### config.mk
export PLATFORM = sky130hd
export DESIGN_NAME = tcc_top
export DESIGN_NICKNAME = d
export VERILOG_FILES = /design/src/common/tcc_pkg.sv /design/src/rtl/tcc_in_filt.sv /design/src/rtl/tcc_top.sv
export SDC_FILE = /design/constraint.sdc
export NUM_CORES = 1
export LEC_CHECK = 0
export ABC_CLOCK_PERIOD_IN_PS = 5500
export BUFFER_PORTS_ARGS = -buffer_cell sky130_fd_sc_hd__buf_2
export CAP_MARGIN = 40
export CORE_AREA = 2 2 145 147
export CTS_CLUSTER_DIAMETER = 60
export DETAILED_ROUTE_END_ITERATION = 7
export DIE_AREA = 0 0 147 149
export PLACE_DENSITY = 0.69
export RECOVER_POWER = 100
export SYNTH_ARGS = -nofsm -noshare
export SYNTH_HDL_FRONTEND = slang
export SYNTH_SLANG_ARGS = --single-unit
### constraint.sdc
create_clock -name clk -period 5.5 [get_ports clk]
set_clock_uncertainty 0.2 [all_clocks]
set_input_delay 0 -clock clk [delete_from_list [all_inputs] [get_ports clk]]
set_output_delay 0 -clock clk [all_outputs]
set_load 0.02 [all_outputs]
### src/common/tcc_pkg.sv
// Purpose: constants and carriers for the timer clock select and capture
// Assumes: 16-bit register port, byte offsets on word boundaries
// Notes:
// Function
// - Slave mode 000: software bits, update self-clears
// - Internal mode counts clk once enable set
// - Slave mode 111 counts trigger input edges
// - Trigger select 110 picks filtered channel 2
// - Each active edge: one count, trigger flag
// - Inputs resynchronised before reaching the counter
// - Channel 2 own input; filter 0000 bypasses
// - Polarity 00 rising, 10 falling edges
// - External clock 2 enable counts trigger pin
// - Trigger pin filter, edge prescaler, polarity
// - Input: sample, filter, edge select, prescale
// - Reference wave active high, polarity last
// - Bus sees preload; capture goes via shadow
// - Capture latches counter, sets flag, requests
// - Capture while flag set sets overcapture
// - Flag clears by write 0 or read
// - Selection nonzero: input, register read-only
// - Filter 0011 needs eight equal samples
// - Prescaler 00 captures every valid edge
// - Capture generate bit raises channel requests
// - Trigger 101 plus slave 100 resets counter
// - Count enable follows enable bit one cycle
package tcc_pkg;
    localparam int DW = 16;
    localparam int AW = 8;
    localparam logic [AW-1:0] OFF_CR1 = 8'h00;
    localparam logic [AW-1:0] OFF_SMCR = 8'h08;
    localparam logic [AW-1:0] OFF_DIER = 8'h0C;
    localparam logic [AW-1:0] OFF_SR = 8'h10;
    localparam logic [AW-1:0] OFF_EGR = 8'h14;
    localparam logic [AW-1:0] OFF_CCMR1 = 8'h18;
    localparam logic [AW-1:0] OFF_CCER = 8'h20;
    localparam logic [AW-1:0] OFF_CNT = 8'h24;
    localparam logic [1:0][AW-1:0] OFF_CCR = {8'h38, 8'h34};
    localparam int CEN_B = 0;
    localparam int SMS_L = 0;
    localparam int TS_L = 4;
    localparam int ETF_L = 8;
    localparam int EXT_TRIGGER_PRESCALER_L = 12;
    localparam int ECE_B = 14;
    localparam int ETP_B = 15;
    localparam int CCIE_L = 1;
    localparam int TIE_B = 6;
    localparam int CCDE_L = 9;
    localparam int CCIF_L = 1;
    localparam int TIF_B = 6;
    localparam int CCOF_L = 9;
    localparam int UG_B = 0;
    localparam int CCG_L = 1;
    localparam int TG_B = 6;
    localparam int CCS_L = 0;
    localparam int ICPS_L = 2;
    localparam int ICF_L = 4;
    localparam int CCMR_STEP = 8;
    localparam int CCE_L = 0;
    localparam int CCP_L = 1;
    localparam int CCNP_L = 3;
    localparam int CCER_STEP = 4;
    localparam logic [2:0] SMS_OFF = 3'h0;
    localparam logic [2:0] SMS_RESET = 3'h4;
    localparam logic [2:0] SMS_EXT1 = 3'h7;
    localparam logic [2:0] TS_CH1 = 3'h5;
    localparam logic [2:0] TS_CH2 = 3'h6;
    localparam logic [1:0] CCS_OUT = 2'h0;
    localparam logic [1:0] CCS_OWN = 2'h1;
    localparam logic [1:0] CCS_OTHER = 2'h2;
    localparam logic [15:0] CNT_TOP = 16'hFFFF;
    localparam logic [15:0] RST_VAL = 16'h0000;

    // Samples needed before a new input level is believed
    function automatic logic [4:0] tcc_flt_len(input logic [3:0] f);
        case (f)
            4'h0: tcc_flt_len = 5'h01;
            4'h1: tcc_flt_len = 5'h02;
            4'h2: tcc_flt_len = 5'h04;
            default: tcc_flt_len = 5'h08;
        endcase
    endfunction

    typedef struct packed {
        logic rd;
        logic wr;
        logic [AW-1:0] addr;
        logic [DW-1:0] wdata;
    } tcc_bus_t;

    typedef struct packed {
        logic [1:0] cc_irq;
        logic [1:0] cc_dma;
        logic trig_irq;
    } tcc_req_t;
endpackage

### src/rtl/tcc_in_filt.sv
// Purpose: resynchronise one input pin and filter its level
// Assumes: filter sampling clock is clk
// Notes: output changes only after the chosen run of equal samples
`timescale 1ns/100ps
module tcc_in_filt #(
    parameter int CW = 4
) (
    // Clock and reset
    input wire logic clk,
    input wire logic rst,
    // Pin and filter setting
    input wire logic pin,
    input wire logic [3:0] flt_sel,
    // Filtered level
    output logic filt
);
    import tcc_pkg::*;

    typedef struct packed {
        logic sync1;
        logic sync2;
        logic filt;
        logic [CW-1:0] cnt;
    } tcc_flt_st_t;

    tcc_flt_st_t s_r;
    tcc_flt_st_t s_nxt;

    if (CW < 4) begin : g_chk
        $error("tcc_in_filt: CW must hold a count of eight");
    end

    always_comb begin
        s_nxt = s_r;
        s_nxt.sync1 = pin;
        s_nxt.sync2 = s_r.sync1;
        if (s_r.sync2 == s_r.filt) begin
            s_nxt.cnt = '0;
        end else if (int'(s_r.cnt) + 1 >= int'(tcc_flt_len(flt_sel))) begin
            s_nxt.filt = s_r.sync2;
            s_nxt.cnt = '0;
        end else begin
            s_nxt.cnt = s_r.cnt + 1'b1;
        end
    end

    always_ff @(posedge clk or posedge rst) begin
        if (rst) begin
            s_r <= '0;
        end else begin
            s_r <= s_nxt;
        end
    end

    assign filt = s_r.filt;
endmodule

### src/rtl/tcc_top.sv
// Purpose: counter clock selection and two input capture channels
// Assumes: pins synchronous to clk; register port never waits
// Notes: counter prescaler ratio fixed at one; no internal triggers
//
// Decided for this implementation: the register addresses and the address-and-strobe port.
`timescale 1ns/100ps
module tcc_top (
    // Clock and reset
    input wire logic clk,
    input wire logic rst,
    // Register port
    input tcc_pkg::tcc_bus_t bus,
    output logic [tcc_pkg::DW-1:0] rdata,
    // Pins
    input wire logic [1:0] ch_pin,
    input wire logic ext_trigger_pin,
    // Requests and channel outputs
    output tcc_pkg::tcc_req_t req,
    output logic [1:0] ch_out
);
    import tcc_pkg::*;

    typedef struct packed {
        logic counter_enable_bit;
        logic internal_count_enable;
        logic [2:0] slave_mode_select;
        logic [2:0] ts;
        logic [3:0] ext_trigger_filter;
        logic [1:0] ext_trigger_prescaler;
        logic ece;
        logic ext_trigger_polarity;
        logic tie;
        logic [1:0] ccie;
        logic [1:0] ccde;
        logic trigger_interrupt_flag;
        logic [1:0] ccif;
        logic [1:0] ccof;
        logic [1:0][1:0] ccs;
        logic [1:0][1:0] icps;
        logic [1:0][3:0] icf;
        logic [1:0] cce;
        logic [1:0] ccp;
        logic [1:0] ccnp;
        logic [15:0] cnt;
        logic [1:0][15:0] pre;
        logic [1:0][15:0] sh;
        logic [1:0][2:0] pcnt;
        logic [2:0] ediv;
        logic [1:0] tf_q;
        logic etr_q;
        logic [15:0] rdata;
        tcc_req_t req;
        logic [1:0] out;
    } tcc_state_t;

    tcc_state_t s_r;
    tcc_state_t s_nxt;

    logic [1:0] tf;
    logic etr_lvl;
    logic [1:0] ic_edge;
    logic [1:0] cap_ev;
    logic [1:0] r_ccr;
    logic [1:0] w_ccr;
    logic ti1_trg;
    logic ti2_trg;
    logic trig;
    logic etr_edge;
    logic etr_tick;
    logic tick;
    logic w_cr1;
    logic w_smcr;
    logic w_dier;
    logic w_sr;
    logic w_egr;
    logic w_ccmr;
    logic w_ccer;
    logic w_cnt;
    logic [15:0] wd;

    // Edge detector with polarity pair: 00 rising, 10 falling, 11 both
    function automatic logic edg(input logic cur, input logic prev,
                                 input logic p, input logic np);
        if (p && np) begin
            edg = cur ^ prev;
        end else if (p) begin
            edg = prev & ~cur;
        end else begin
            edg = cur & ~prev;
        end
    endfunction

    function automatic logic [2:0] psc_max(input logic [1:0] sel);
        psc_max = 3'((4'h1 << sel) - 4'h1);
    endfunction

    assign wd = bus.wdata;
    assign w_cr1 = bus.wr && bus.addr == OFF_CR1;
    assign w_smcr = bus.wr && bus.addr == OFF_SMCR;
    assign w_dier = bus.wr && bus.addr == OFF_DIER;
    assign w_sr = bus.wr && bus.addr == OFF_SR;
    assign w_egr = bus.wr && bus.addr == OFF_EGR;
    assign w_ccmr = bus.wr && bus.addr == OFF_CCMR1;
    assign w_ccer = bus.wr && bus.addr == OFF_CCER;
    assign w_cnt = bus.wr && bus.addr == OFF_CNT;

    // Per channel input stage: sync and filter, then mapping and edges
    for (genvar k = 0; k < 2; k++) begin : g_ch
        localparam int O = 1 - k;
        tcc_in_filt #(.CW(4)) u_flt (
            .clk(clk),
            .rst(rst),
            .pin(ch_pin[k]),
            .flt_sel(s_r.icf[k]),
            .filt(tf[k])
        );
        assign ic_edge[k] = (s_r.ccs[k] == CCS_OWN) ?
            edg(tf[k], s_r.tf_q[k], s_r.ccp[k], s_r.ccnp[k]) :
            (s_r.ccs[k] == CCS_OTHER) ?
            edg(tf[O], s_r.tf_q[O], s_r.ccp[k], s_r.ccnp[k]) :
            1'b0;
        // Prescaler counts valid edges; capture needs the channel enabled
        assign cap_ev[k] = ic_edge[k] && s_r.cce[k] &&
            s_r.pcnt[k] == psc_max(s_r.icps[k]);
        assign r_ccr[k] = bus.rd && bus.addr == OFF_CCR[k];
        assign w_ccr[k] = bus.wr && bus.addr == OFF_CCR[k];
    end

    tcc_in_filt #(.CW(4)) u_etr_flt (
        .clk(clk),
        .rst(rst),
        .pin(ext_trigger_pin),
        .flt_sel(s_r.ext_trigger_filter),
        .filt(etr_lvl)
    );

    assign ti1_trg = edg(tf[0], s_r.tf_q[0], s_r.ccp[0], s_r.ccnp[0]);
    assign ti2_trg = edg(tf[1], s_r.tf_q[1], s_r.ccp[1], s_r.ccnp[1]);
    assign trig = (s_r.ts == TS_CH1) ? ti1_trg :
                  (s_r.ts == TS_CH2) ? ti2_trg : 1'b0;
    assign etr_edge = (etr_lvl ^ s_r.ext_trigger_polarity) & ~(s_r.etr_q ^ s_r.ext_trigger_polarity);
    assign etr_tick = etr_edge && s_r.ediv == psc_max(s_r.ext_trigger_prescaler);
    // Mode 1 wins over mode 2 when both are set
    assign tick = (s_r.slave_mode_select == SMS_EXT1) ? trig :
                  s_r.ece ? etr_tick : 1'b1;

    always_comb begin
        logic upd;
        logic [15:0] img;
        upd = 1'b0;
        img = '0;
        s_nxt = s_r;
        s_nxt.internal_count_enable = s_r.counter_enable_bit;
        s_nxt.tf_q = tf;
        s_nxt.etr_q = etr_lvl;
        if (w_cr1) begin
            s_nxt.counter_enable_bit = wd[CEN_B];
        end
        if (w_smcr) begin
            s_nxt.slave_mode_select = wd[SMS_L +: 3];
            s_nxt.ts = wd[TS_L +: 3];
            s_nxt.ext_trigger_filter = wd[ETF_L +: 4];
            s_nxt.ext_trigger_prescaler = wd[EXT_TRIGGER_PRESCALER_L +: 2];
            s_nxt.ece = wd[ECE_B];
            s_nxt.ext_trigger_polarity = wd[ETP_B];
        end
        if (w_dier) begin
            s_nxt.ccie = wd[CCIE_L +: 2];
            s_nxt.ccde = wd[CCDE_L +: 2];
            s_nxt.tie = wd[TIE_B];
        end
        if (etr_edge) begin
            s_nxt.ediv = etr_tick ? 3'h0 : s_r.ediv + 3'h1;
        end
        // Update generation is a pulse; nothing of it is stored
        if (w_egr && wd[UG_B]) begin
            s_nxt.cnt = '0;
            s_nxt.ediv = 3'h0;
            upd = 1'b1;
        end else if (s_r.slave_mode_select == SMS_RESET && trig) begin
            s_nxt.cnt = '0;
            upd = 1'b1;
        end else if (w_cnt) begin
            s_nxt.cnt = wd;
        end else if (s_r.internal_count_enable && tick) begin
            s_nxt.cnt = s_r.cnt + 16'h1;
            upd = s_r.cnt == CNT_TOP;
        end
        // Clear first so that a same-cycle set wins
        if (w_sr && !wd[TIF_B]) begin
            s_nxt.trigger_interrupt_flag = 1'b0;
        end
        if ((trig && s_r.slave_mode_select != SMS_OFF) || (w_egr && wd[TG_B])) begin
            s_nxt.trigger_interrupt_flag = 1'b1;
        end
        s_nxt.req.cc_dma = 2'h0;
        for (int k = 0; k < 2; k++) begin
            if (w_ccmr) begin
                s_nxt.ccs[k] = wd[k*CCMR_STEP+CCS_L +: 2];
                s_nxt.icps[k] = wd[k*CCMR_STEP+ICPS_L +: 2];
                s_nxt.icf[k] = wd[k*CCMR_STEP+ICF_L +: 4];
            end
            if (w_ccer) begin
                s_nxt.cce[k] = wd[k*CCER_STEP+CCE_L];
                s_nxt.ccp[k] = wd[k*CCER_STEP+CCP_L];
                s_nxt.ccnp[k] = wd[k*CCER_STEP+CCNP_L];
            end
            if ((w_sr && !wd[CCIF_L+k]) || r_ccr[k]) begin
                s_nxt.ccif[k] = 1'b0;
            end
            if (w_sr && !wd[CCOF_L+k]) begin
                s_nxt.ccof[k] = 1'b0;
            end
            if (!s_r.cce[k] || s_r.ccs[k] == CCS_OUT) begin
                s_nxt.pcnt[k] = 3'h0;
            end else if (ic_edge[k]) begin
                s_nxt.pcnt[k] = cap_ev[k] ? 3'h0 : s_r.pcnt[k] + 3'h1;
            end
            if (s_r.ccs[k] != CCS_OUT) begin
                // Preload trails shadow by one cycle in input mode
                s_nxt.pre[k] = s_r.sh[k];
                if (cap_ev[k]) begin
                    s_nxt.sh[k] = s_r.cnt;
                    s_nxt.ccif[k] = 1'b1;
                    s_nxt.req.cc_dma[k] = s_r.ccde[k];
                    if (s_r.ccif[k]) begin
                        s_nxt.ccof[k] = 1'b1;
                    end
                end
            end else begin
                if (w_ccr[k]) begin
                    s_nxt.pre[k] = wd;
                end
                if (upd) begin
                    s_nxt.sh[k] = s_r.pre[k];
                end
            end
            if (w_egr && wd[CCG_L+k]) begin
                s_nxt.ccif[k] = 1'b1;
                s_nxt.req.cc_dma[k] = s_r.ccde[k];
            end
            // Reference is active high; polarity only at the pin
            s_nxt.out[k] = (s_r.ccs[k] == CCS_OUT) && s_r.cce[k] &&
                ((s_r.cnt < s_r.sh[k]) ^ s_r.ccp[k]);
        end
        s_nxt.req.cc_irq = s_nxt.ccif & s_nxt.ccie;
        s_nxt.req.trig_irq = s_nxt.trigger_interrupt_flag & s_nxt.tie;
        if (bus.rd) begin
            case (bus.addr)
                OFF_CR1: img[CEN_B] = s_r.counter_enable_bit;
                OFF_SMCR: begin
                    img[SMS_L +: 3] = s_r.slave_mode_select;
                    img[TS_L +: 3] = s_r.ts;
                    img[ETF_L +: 4] = s_r.ext_trigger_filter;
                    img[EXT_TRIGGER_PRESCALER_L +: 2] = s_r.ext_trigger_prescaler;
                    img[ECE_B] = s_r.ece;
                    img[ETP_B] = s_r.ext_trigger_polarity;
                end
                OFF_DIER: begin
                    img[CCIE_L +: 2] = s_r.ccie;
                    img[CCDE_L +: 2] = s_r.ccde;
                    img[TIE_B] = s_r.tie;
                end
                OFF_SR: begin
                    img[CCIF_L +: 2] = s_r.ccif;
                    img[CCOF_L +: 2] = s_r.ccof;
                    img[TIF_B] = s_r.trigger_interrupt_flag;
                end
                OFF_CCMR1: begin
                    for (int k = 0; k < 2; k++) begin
                        img[k*CCMR_STEP+CCS_L +: 2] = s_r.ccs[k];
                        img[k*CCMR_STEP+ICPS_L +: 2] = s_r.icps[k];
                        img[k*CCMR_STEP+ICF_L +: 4] = s_r.icf[k];
                    end
                end
                OFF_CCER: begin
                    for (int k = 0; k < 2; k++) begin
                        img[k*CCER_STEP+CCE_L] = s_r.cce[k];
                        img[k*CCER_STEP+CCP_L] = s_r.ccp[k];
                        img[k*CCER_STEP+CCNP_L] = s_r.ccnp[k];
                    end
                end
                OFF_CNT: img = s_r.cnt;
                OFF_CCR[0]: img = s_r.pre[0];
                OFF_CCR[1]: img = s_r.pre[1];
                default: img = RST_VAL;
            endcase
        end
        s_nxt.rdata = img;
    end

    always_ff @(posedge clk or posedge rst) begin
        if (rst) begin
            s_r <= '0;
        end else begin
            s_r <= s_nxt;
        end
    end

    assign rdata = s_r.rdata;
    assign req = s_r.req;
    assign ch_out = s_r.out;
endmodule

==> flow_metrics.py, run 1 <==
metrics = {
    "critical_path": {
        "reg2reg_from": "s_r[135]",
        "worstPathRequired_ns": 5.60,
        "worstPathMaxFanout": 17,
        "startpoint": "bus[17]",
        "reg2regPathDepth": 7,
        "ff2ff_setup_slack_ns": 1.70,
        "path_class": "in -> reg",
        "setup.worst_path.start_class": "input port",
        "crit_path_top_delay_cell": "nor2_1",
        "critical_path.endpoint_type": "flop",
        "r2r_end": "s_r[59]",
        "slowest_delay_ns": 1.04,
        "arrival_ns": 4.09,
        "path_cells": "dlygate4sd3_1 -> clkbuf_1 -> nor4b_1 -> nand2_1 -> nor2_1 -> a21oi_1 -> clkbuf_1 -> nand2_1 -> o21ai_0",
    },
    "worst_hold_path": {
        "hold_class": "in -> reg",
        "holdPathEnd": "rdata[6]",
        "holdPathStages": 4,
        "hp-start": "bus[18]",
    },
    "synth": {
        "syn_area_mm2": 0.01006,
        "synth_cell_type_count": 67,
        "synth_warnings": 0,
        "synth_flop_cell": "dfrtp_1",
        "async_flop_share_pct": 100.0,
        "synth_edf_count": 0,
        "syn_area_per_cell_um2": 10.23,
        "ys_seq_area_share_pct": 45.77,
        "syn_inst": 983,
        "synth_seq_cells": 184,
        "synth_nets": 1067,
    },
    "route": {
        "first_pass_iters": 5,
        "ant_nets": 0,
        "drt_iter0_markers": 714,
        "wl_per_cell_um": 20.25,
        "drc": 0,
        "wl_mm": 26.67,
        "routed_via_density": 5.962,
        "vias": 7852,
    },
    "timing": {
        "tns_ns": 0,
        "min_period_ns": 3.986,
        "grt_setup_unrepaired": "false",
        "max_freq_mhz": 250.9,
        "max_slew_margin_pct": -15.74,
        "slew_violations": 17,
        "setup_viol": 0,
        "hold_viol_final": 0,
        "fin_crit_sh_pct": 72.46,
        "tightest_slew_ns": 1.736,
        "whs_ns": 0.06388,
    },
    "cts": {
        "cts_buffer_depth": 2,
        "cts_sinks": 184,
        "clock_latency_ns": 0.45,
        "ctsHtreeMaxLevel": 4,
        "clkSlewWorstSetupHoldPaths_ns": 0.08,
        "cts-root-buf": "clkbuf_16",
        "cts_resized": 0,
        "postCtsSetupBuffers": 0,
        "cts_buffers": 17,
        "cts_tree": "done",
    },
    "floorplanning": {
        "num_rows": 53,
        "io_pins": 54,
        "die_w_um": 147,
        "die_area_mm2": 0.02190,
        "core_area_mm2": 0.02056,
        "initial_utilization_pct": 48.94,
        "die_y_um": 149,
    },
    "layout": {
        "layout_commonest_cell": "dfrtp_1",
        "antennaDiodeCount": 0,
        "drive_above_1_share_pct": 13.05,
        "fillerInstances": 1874,
        "layout_common_cells": "dfrtp_1, nand2_1, ha_1, inv_1, o21ai_0",
        "fin_nets": 1113,
        "area_growth_syn_to_layout_pct": 11.39,
    },
    "global_routing": {
        "grt_pass1_vias": 7675,
        "grt_max_degree": 101,
        "antenna_found_initial": 1,
        "grt-ovfl-total": 0,
        "grt_usage_pct": 25.04,
        "grt_pass1_wl_mm": 42.24,
    },
    "power": {
        "peakVddDrop_uv": 255.2,
        "power_density_mw_per_mm2": 346.0,
        "leakage_nw": 5.123,
    },
    "placed_design": {
        "io_buffers": 53,
        "gp_congestion": 0.8786,
        "dp_hpwl_mm": 18.56,
    },
    "outcome": {
        "failed_checks": "max-capacitance violations, max-slew violations",
        "status": "finished with violations",
    },
    "flow_run": {
        "cap_violations": 1,
    },
}
==> Yosys cell counts (4+ instances only) <==
master,instances,area (um^2)
dfrtp_1,184,4604
nand2_1,85,319.1
ha_1,53,663.1
inv_1,53,198.9
o21ai_0,51,255.2
mux2_2,45,506.7
nor2_1,42,157.7
a21oi_1,38,190.2
mux2i_1,37,370.4
o22ai_1,35,219.0
clkbuf_1,32,120.1
a31oi_1,24,150.1
buf_4,24,180.2
a22oi_1,22,165.2
xor2_1,21,183.9
a211oi_1,20,150.1
nand4_1,18,112.6
a21o_1,15,112.6
and3_1,14,87.58
nor3_1,14,70.07
nand3_1,13,65.06
nand2b_1,12,75.07
a222oi_1,11,110.1
a21oi_2,10,87.58
and2_1,10,62.56
buf_2,7,35.03
nor2b_1,7,43.79
or2_2,7,43.79
xnor2_1,6,52.55
buf_1,5,18.77
nor4_1,5,31.28
a21boi_0,4,30.03
a311oi_1,4,35.03
==> final cells by class <==
cell class,count,area (um^2),share of cell area (%)
Timing Repair Buffer,98,665.6,5.939
Sequential cell,184,4604,41.09
Inverter,53,200.2,1.786
Clock inverter,15,148.9,1.329
Multi-Input combinational cell,675,4818,42.99
Clock buffer,17,425.4,3.796
Tap cell,275,344.1,3.070
==> critical path: cells and delay by family <==
family | cells | cell delay, ns
buffers and inverters | 3 | 1.09
AOI/OAI and AO/OA | 2 | 0.72
and+or+nand+nor | 4 | 2.25
==> where the power goes <==
group          internal [mW]  leakage [nW]  switching [mW]
Combinational          0.375          2.38           0.448
Sequential              1.57          2.46           0.272
Clock                  0.605         0.281           0.604
==> layer usage <==
metal / global-route usage, % / vias up / routed length (um)
met2: 40.07 / 285 / 12250
met4: 8.077 / 2 / 589
li1: - / 3676 / -
met3: 5.168 / 57 / 1874
met5: 0 / - / 13
met1: 34.48 / 3832 / 11940
==> through the flow <==
step	utilization, %	cell area, um^2	instances	power, mW	setup slack (ns)
after floorplan	-	10060	983	2.388	0.2996
after global placement	50.42	10360	1248	2.631	2.275
after detailed placement	50.68	10420	1251	2.672	2.320
after CTS	55.13	11330	1317	3.895	2.300
after global routing	54.52	11210	1317	4.085	1.299
final	54.52	11210	1317	3.878	1.514
==> flip-flops by register name, indices dropped and copies added (netlist names), 2 cells and up <==
register	cells
ch_out	2
g_ch.u_flt.filt	2
g_ch.u_flt.s_nxt	2
g_ch.u_flt.s_r	10
rdata	16
req	5
s_r	139
u_etr_flt.s_r	5
==> cells by family (layout without fill, tap and decap cells) <==
| family | Yosys count | in the layout | synth area share [%] |
|---|---|---|---|
| flip-flops | 184 | 184 | 45.77 |
| multiplexers | 82 | 82 | 8.718 |
| XOR/XNOR | 27 | 27 | 2.350 |
| adder cells (fa/ha/maj) | 53 | 53 | 6.591 |
| buffers and inverters | 124 | 183 | 5.833 |
| AO/OA/AOI/OAI | 260 | 260 | 17.66 |
| AND/OR/NAND/NOR | 253 | 253 | 13.08 |
==> worst max path at each step <==
stage | to | slack [ns] | cells after the start
global placement | s_r[64] | 2.27 | 9
detailed placement | s_r[50] | 2.32 | 9
floorplan | ch_out[0] | 0.30 | 1
CTS | s_r[42] | 2.30 | 9
finish | s_r[94] | 1.51 | 9
global route | s_r[94] | 1.30 | 9
==> timing repair <==
item	4_1_cts	5_1_grt
setup endpoints to repair	0	0
hold endpoints to repair	305	0
hold buffers	34	0
No activity file was read; power rests on OpenSTA's default activity.
==> inputs of run 2 (changes only) <==
--- a/config.mk
+++ b/config.mk
@@ -5,14 +5,15 @@
 export SDC_FILE = /design/constraint.sdc
 export NUM_CORES = 1
 export LEC_CHECK = 0
-export ABC_CLOCK_PERIOD_IN_PS = 5500
+export ABC_AREA = 1
+export ABC_CLOCK_PERIOD_IN_PS = 3900
 export BUFFER_PORTS_ARGS = -buffer_cell sky130_fd_sc_hd__buf_2
 export CAP_MARGIN = 40
-export CORE_AREA = 2 2 145 147
+export CORE_AREA = 2 2 148 150
 export CTS_CLUSTER_DIAMETER = 60
 export DETAILED_ROUTE_END_ITERATION = 7
-export DIE_AREA = 0 0 147 149
-export PLACE_DENSITY = 0.69
+export DIE_AREA = 0 0 150 152
+export PLACE_DENSITY = 0.67
 export RECOVER_POWER = 100
 export SYNTH_ARGS = -nofsm -noshare
 export SYNTH_HDL_FRONTEND = slang
==> constraint.sdc (replaced) <==
create_clock -name clk -period 3.9 [get_ports clk]
set_clock_uncertainty 0.2 [all_clocks]
set_input_delay 0 -clock clk [delete_from_list [all_inputs] [get_ports clk]]
set_output_delay 0 -clock clk [all_outputs]
set_load 0.02 [all_outputs]
==> run 2 against run 1 <==
Compared with the run above: the run still ends with max-capacitance violations, max-slew violations left; sequential share of layout area decreased by 1.9 points; synthesized cell count rose by 35%; core utilization increased by 0.49 points; power rose by 29%; count of clock-buffer cells in the layout is 1 higher; global-route usage up 2.9 points; first-iteration DRC count grew 20%; synthesized area grew 4.2%; cell count rose by 27%; non-clock buffer count rose by 6; die area is 4.1% higher.
==> flow_metrics.py, run 2 <==
metrics = {
    "outcome": {
        "status": "finished with violations",
        "failed_checks": "max-capacitance violations, max-slew violations",
    },
    "power": {
        "comb_power_share_pct": 18.9,
        "p_sw_share_pct": 31.99,
        "peakVddDrop_uv": 263.5,
        "power.share.sequential_pct": 44.5,
        "power.internal_mw": 3.396,
        "power.switching_mw": 1.597,
        "power_density_mw_per_mm2": 425.2,
        "clkPwrFrac_pct": 36.6,
        "leakage_nw": 5.392,
        "power.total_mw": 4.994,
    },
    "timing": {
        "max_freq_mhz": 288.2,
        "hold_viol_final": 0,
        "fin_crit_sh_pct": 88.96,
        "slew_violations": 154,
        "setup_viol": 0,
        "tightest_slew_ns": 1.846,
        "grt_setup_unrepaired": "false",
        "max_slew_margin_pct": -23.09,
        "tns_ns": 0,
        "min_period_ns": 3.470,
    },
    "route": {
        "routed_via_density": 5.589,
        "drt_iter0_markers": 857,
        "vias": 9379,
        "first_pass_iters": 5,
        "wl_mm": 30.88,
        "drc": 0,
        "ant_nets": 0,
        "wl_per_cell_um": 18.40,
    },
    "cts": {
        "cts_tree": "done",
        "cts_buffer_depth": 2,
        "cts_sinks": 184,
        "ctsHtreeMaxLevel": 4,
        "clock_latency_ns": 0.44,
        "cts_resized": 0,
        "clkSlewWorstSetupHoldPaths_ns": 0.08,
        "cts_buffers": 17,
        "cts-root-buf": "clkbuf_16",
    },
    "layout": {
        "layout_common_cells": "nand2_1, inv_1, dfrtp_1, o21ai_0, nand3_1",
        "fin_nets": 1469,
        "drive_above_1_share_pct": 6.223,
        "fillerInstances": 2057,
        "antennaDiodeCount": 0,
        "regMostFlops": "s_r",
        "design_area_mm2": 0.01175,
        "layout_commonest_cell": "nand2_1",
        "fin_cells": 1678,
        "multi_input_area_mm2": 0.004772,
        "largest_reg_flops": 139,
        "area_growth_syn_to_layout_pct": 11.99,
        "post-route-util_pct": 55.01,
        "seq_area_mm2": 0.004604,
    },
    "critical_path": {
        "setup.worst_path.start_class": "flop",
        "startpoint": "g_ch[1].u_flt.filt",
        "worstPathRequired_ns": 4.02,
        "critical_path.endpoint_type": "flop",
        "reg2reg_from": "g_ch[1].u_flt.filt",
        "arrival_ns": 3.59,
        "path_class": "reg -> reg",
        "worstPathMaxFanout": 20,
    },
    "floorplanning": {
        "die_y_um": 152,
        "initial_utilization_pct": 49.12,
        "num_rows": 54,
        "io_pins": 54,
        "core_area_mm2": 0.02135,
        "die_area_mm2": 0.02280,
        "die_w_um": 150,
    },
    "worst_hold_path": {
        "hold_class": "in -> reg",
        "hp-start": "bus[16]",
    },
    "global_routing": {
        "grt_usage_pct": 27.91,
        "grt-ovfl-total": 0,
        "grt_pass1_vias": 8949,
        "grt_max_degree": 129,
        "antenna_found_initial": 1,
        "grt_pass1_wl_mm": 49.30,
    },
    "synth": {
        "async_flop_share_pct": 100.0,
        "synthTopCellsByArea": "dfrtp_1, nand2_1, o21ai_0",
        "ys_top_cells_by_count": "nand2_1, inv_1, dfrtp_1, o21ai_0, nand3_1",
        "ys_seq_area_share_pct": 43.90,
        "syn_area_per_cell_um2": 7.885,
        "yosysMostFrequentCell": "nand2_1",
        "synth_seq_cells": 184,
        "synth_edf_count": 0,
        "synth_area_leader_cell": "dfrtp_1",
        "syn_inst": 1330,
        "synth_top_area_share_pct": 43.90,
        "synth_cell_type_count": 42,
        "synth_flop_cell": "dfrtp_1",
        "synth_warnings": 0,
        "syn_area_mm2": 0.01049,
        "synth_nets": 1414,
    },
    "placed_design": {
        "dp_hpwl_mm": 22.08,
        "place_area_mm2": 0.01088,
        "gp_congestion": 0.9618,
        "dp.cells": 1609,
        "io_buffers": 53,
    },
    "flow_run": {
        "cap_violations": 2,
    },
}
run 2: cell count changes after synthesis, sizes merged, moves of 20 or more:
cell,previous run,this run
a22oi,24,0
a211oi,21,1
a31oi,24,1
nand2,85,301
nor2,42,74
nand3,14,95
o21ai,52,155
o211ai,3,31
inv,53,190
mux2i,37,0
mux2,45,0
run 2: path summary, 6_finish.rpt:
path / to / slack, ns / depth (start not counted)
worst min register to register: g_ch[0].u_flt.s_r[5] / 0.16 / 0
min in group asynchronous: g_ch[0].u_flt.s_r[3] / 0.32 / 4
worst min-delay path: rdata[5] / 0.04 / 8
worst max-delay path: s_r[55] / 0.43 / 9
max in group asynchronous: s_r[147] / 1.13 / 5
worst max register to register: s_r[55] / 0.43 / 9
run 2: kinds of logic after synthesis:
family	share of synthesized area [%]
AO/OA/AOI/OAI	16.27
buffers and inverters	10.45
adder cells (fa/ha/maj)	6.323
AND/OR/NAND/NOR	21.38
XOR/XNOR	1.670
flip-flops	43.90
run 2: power groups by stage:
stage / combinational (mW) / sequential [mW] / clock (mW)
2_1_floorplan: 0.668 / 2.20 / 0
3_3_place_gp: 0.898 / 2.25 / 0
3_5_place_dp: 0.911 / 2.25 / 0
4_1_cts: 0.949 / 2.22 / 1.85
5_1_grt: 1.09 / 2.24 / 1.94
6_report: 0.944 / 2.22 / 1.83
run 2: layer usage:
layer | routed length, um | part of all wire (%) | GRT usage [%] | up-vias
met2 | 13490 | 44 | 40.57 | 388
met5 | 0 | 0 | 0 | -
met1 | 13630 | 44 | 39.43 | 4438
li1 | - | - | - | 4491
met4 | 979 | 3.2 | 11.01 | 0
met3 | 2786 | 9.0 | 7.748 | 62
run 2: cell type report:
class | instances | share of cell area, %
Tap cell | 280 | 2.983
Multi-Input combinational cell | 888 | 40.63
Timing Repair Buffer | 104 | 5.880
Clock buffer | 18 | 3.654
Sequential cell | 184 | 39.20
Inverter | 190 | 6.083
Clock inverter | 14 | 1.566
run 2: critical path, stage by stage, from the launching register on:
cell and delay [ns]:
dfrtp_1 0.45, ha_1 0.33, nand3_1 0.10, nand3_1 0.10, nand2_1 0.16, nand3_1 0.12, clkbuf_1 0.84, nand2_1 0.74
nand2_1 0.22, nand2_1 0.08
run 2: repair_timing:
action	4_1_cts	5_1_grt
endpoints found under the hold margin	297	0
setup endpoints to repair	0	0
buffers inserted	0	0
hold buffers	37	0
run 2: stage by stage:
step                hold slack (ns)  worst slack [ns]
floorplan                   -0.1686             1.335
global placement            -0.3127             1.291
detailed placement          -0.3121             1.180
CTS                         0.02790            0.7592
global route                0.07178            0.2261
finish                      0.03562            0.4305
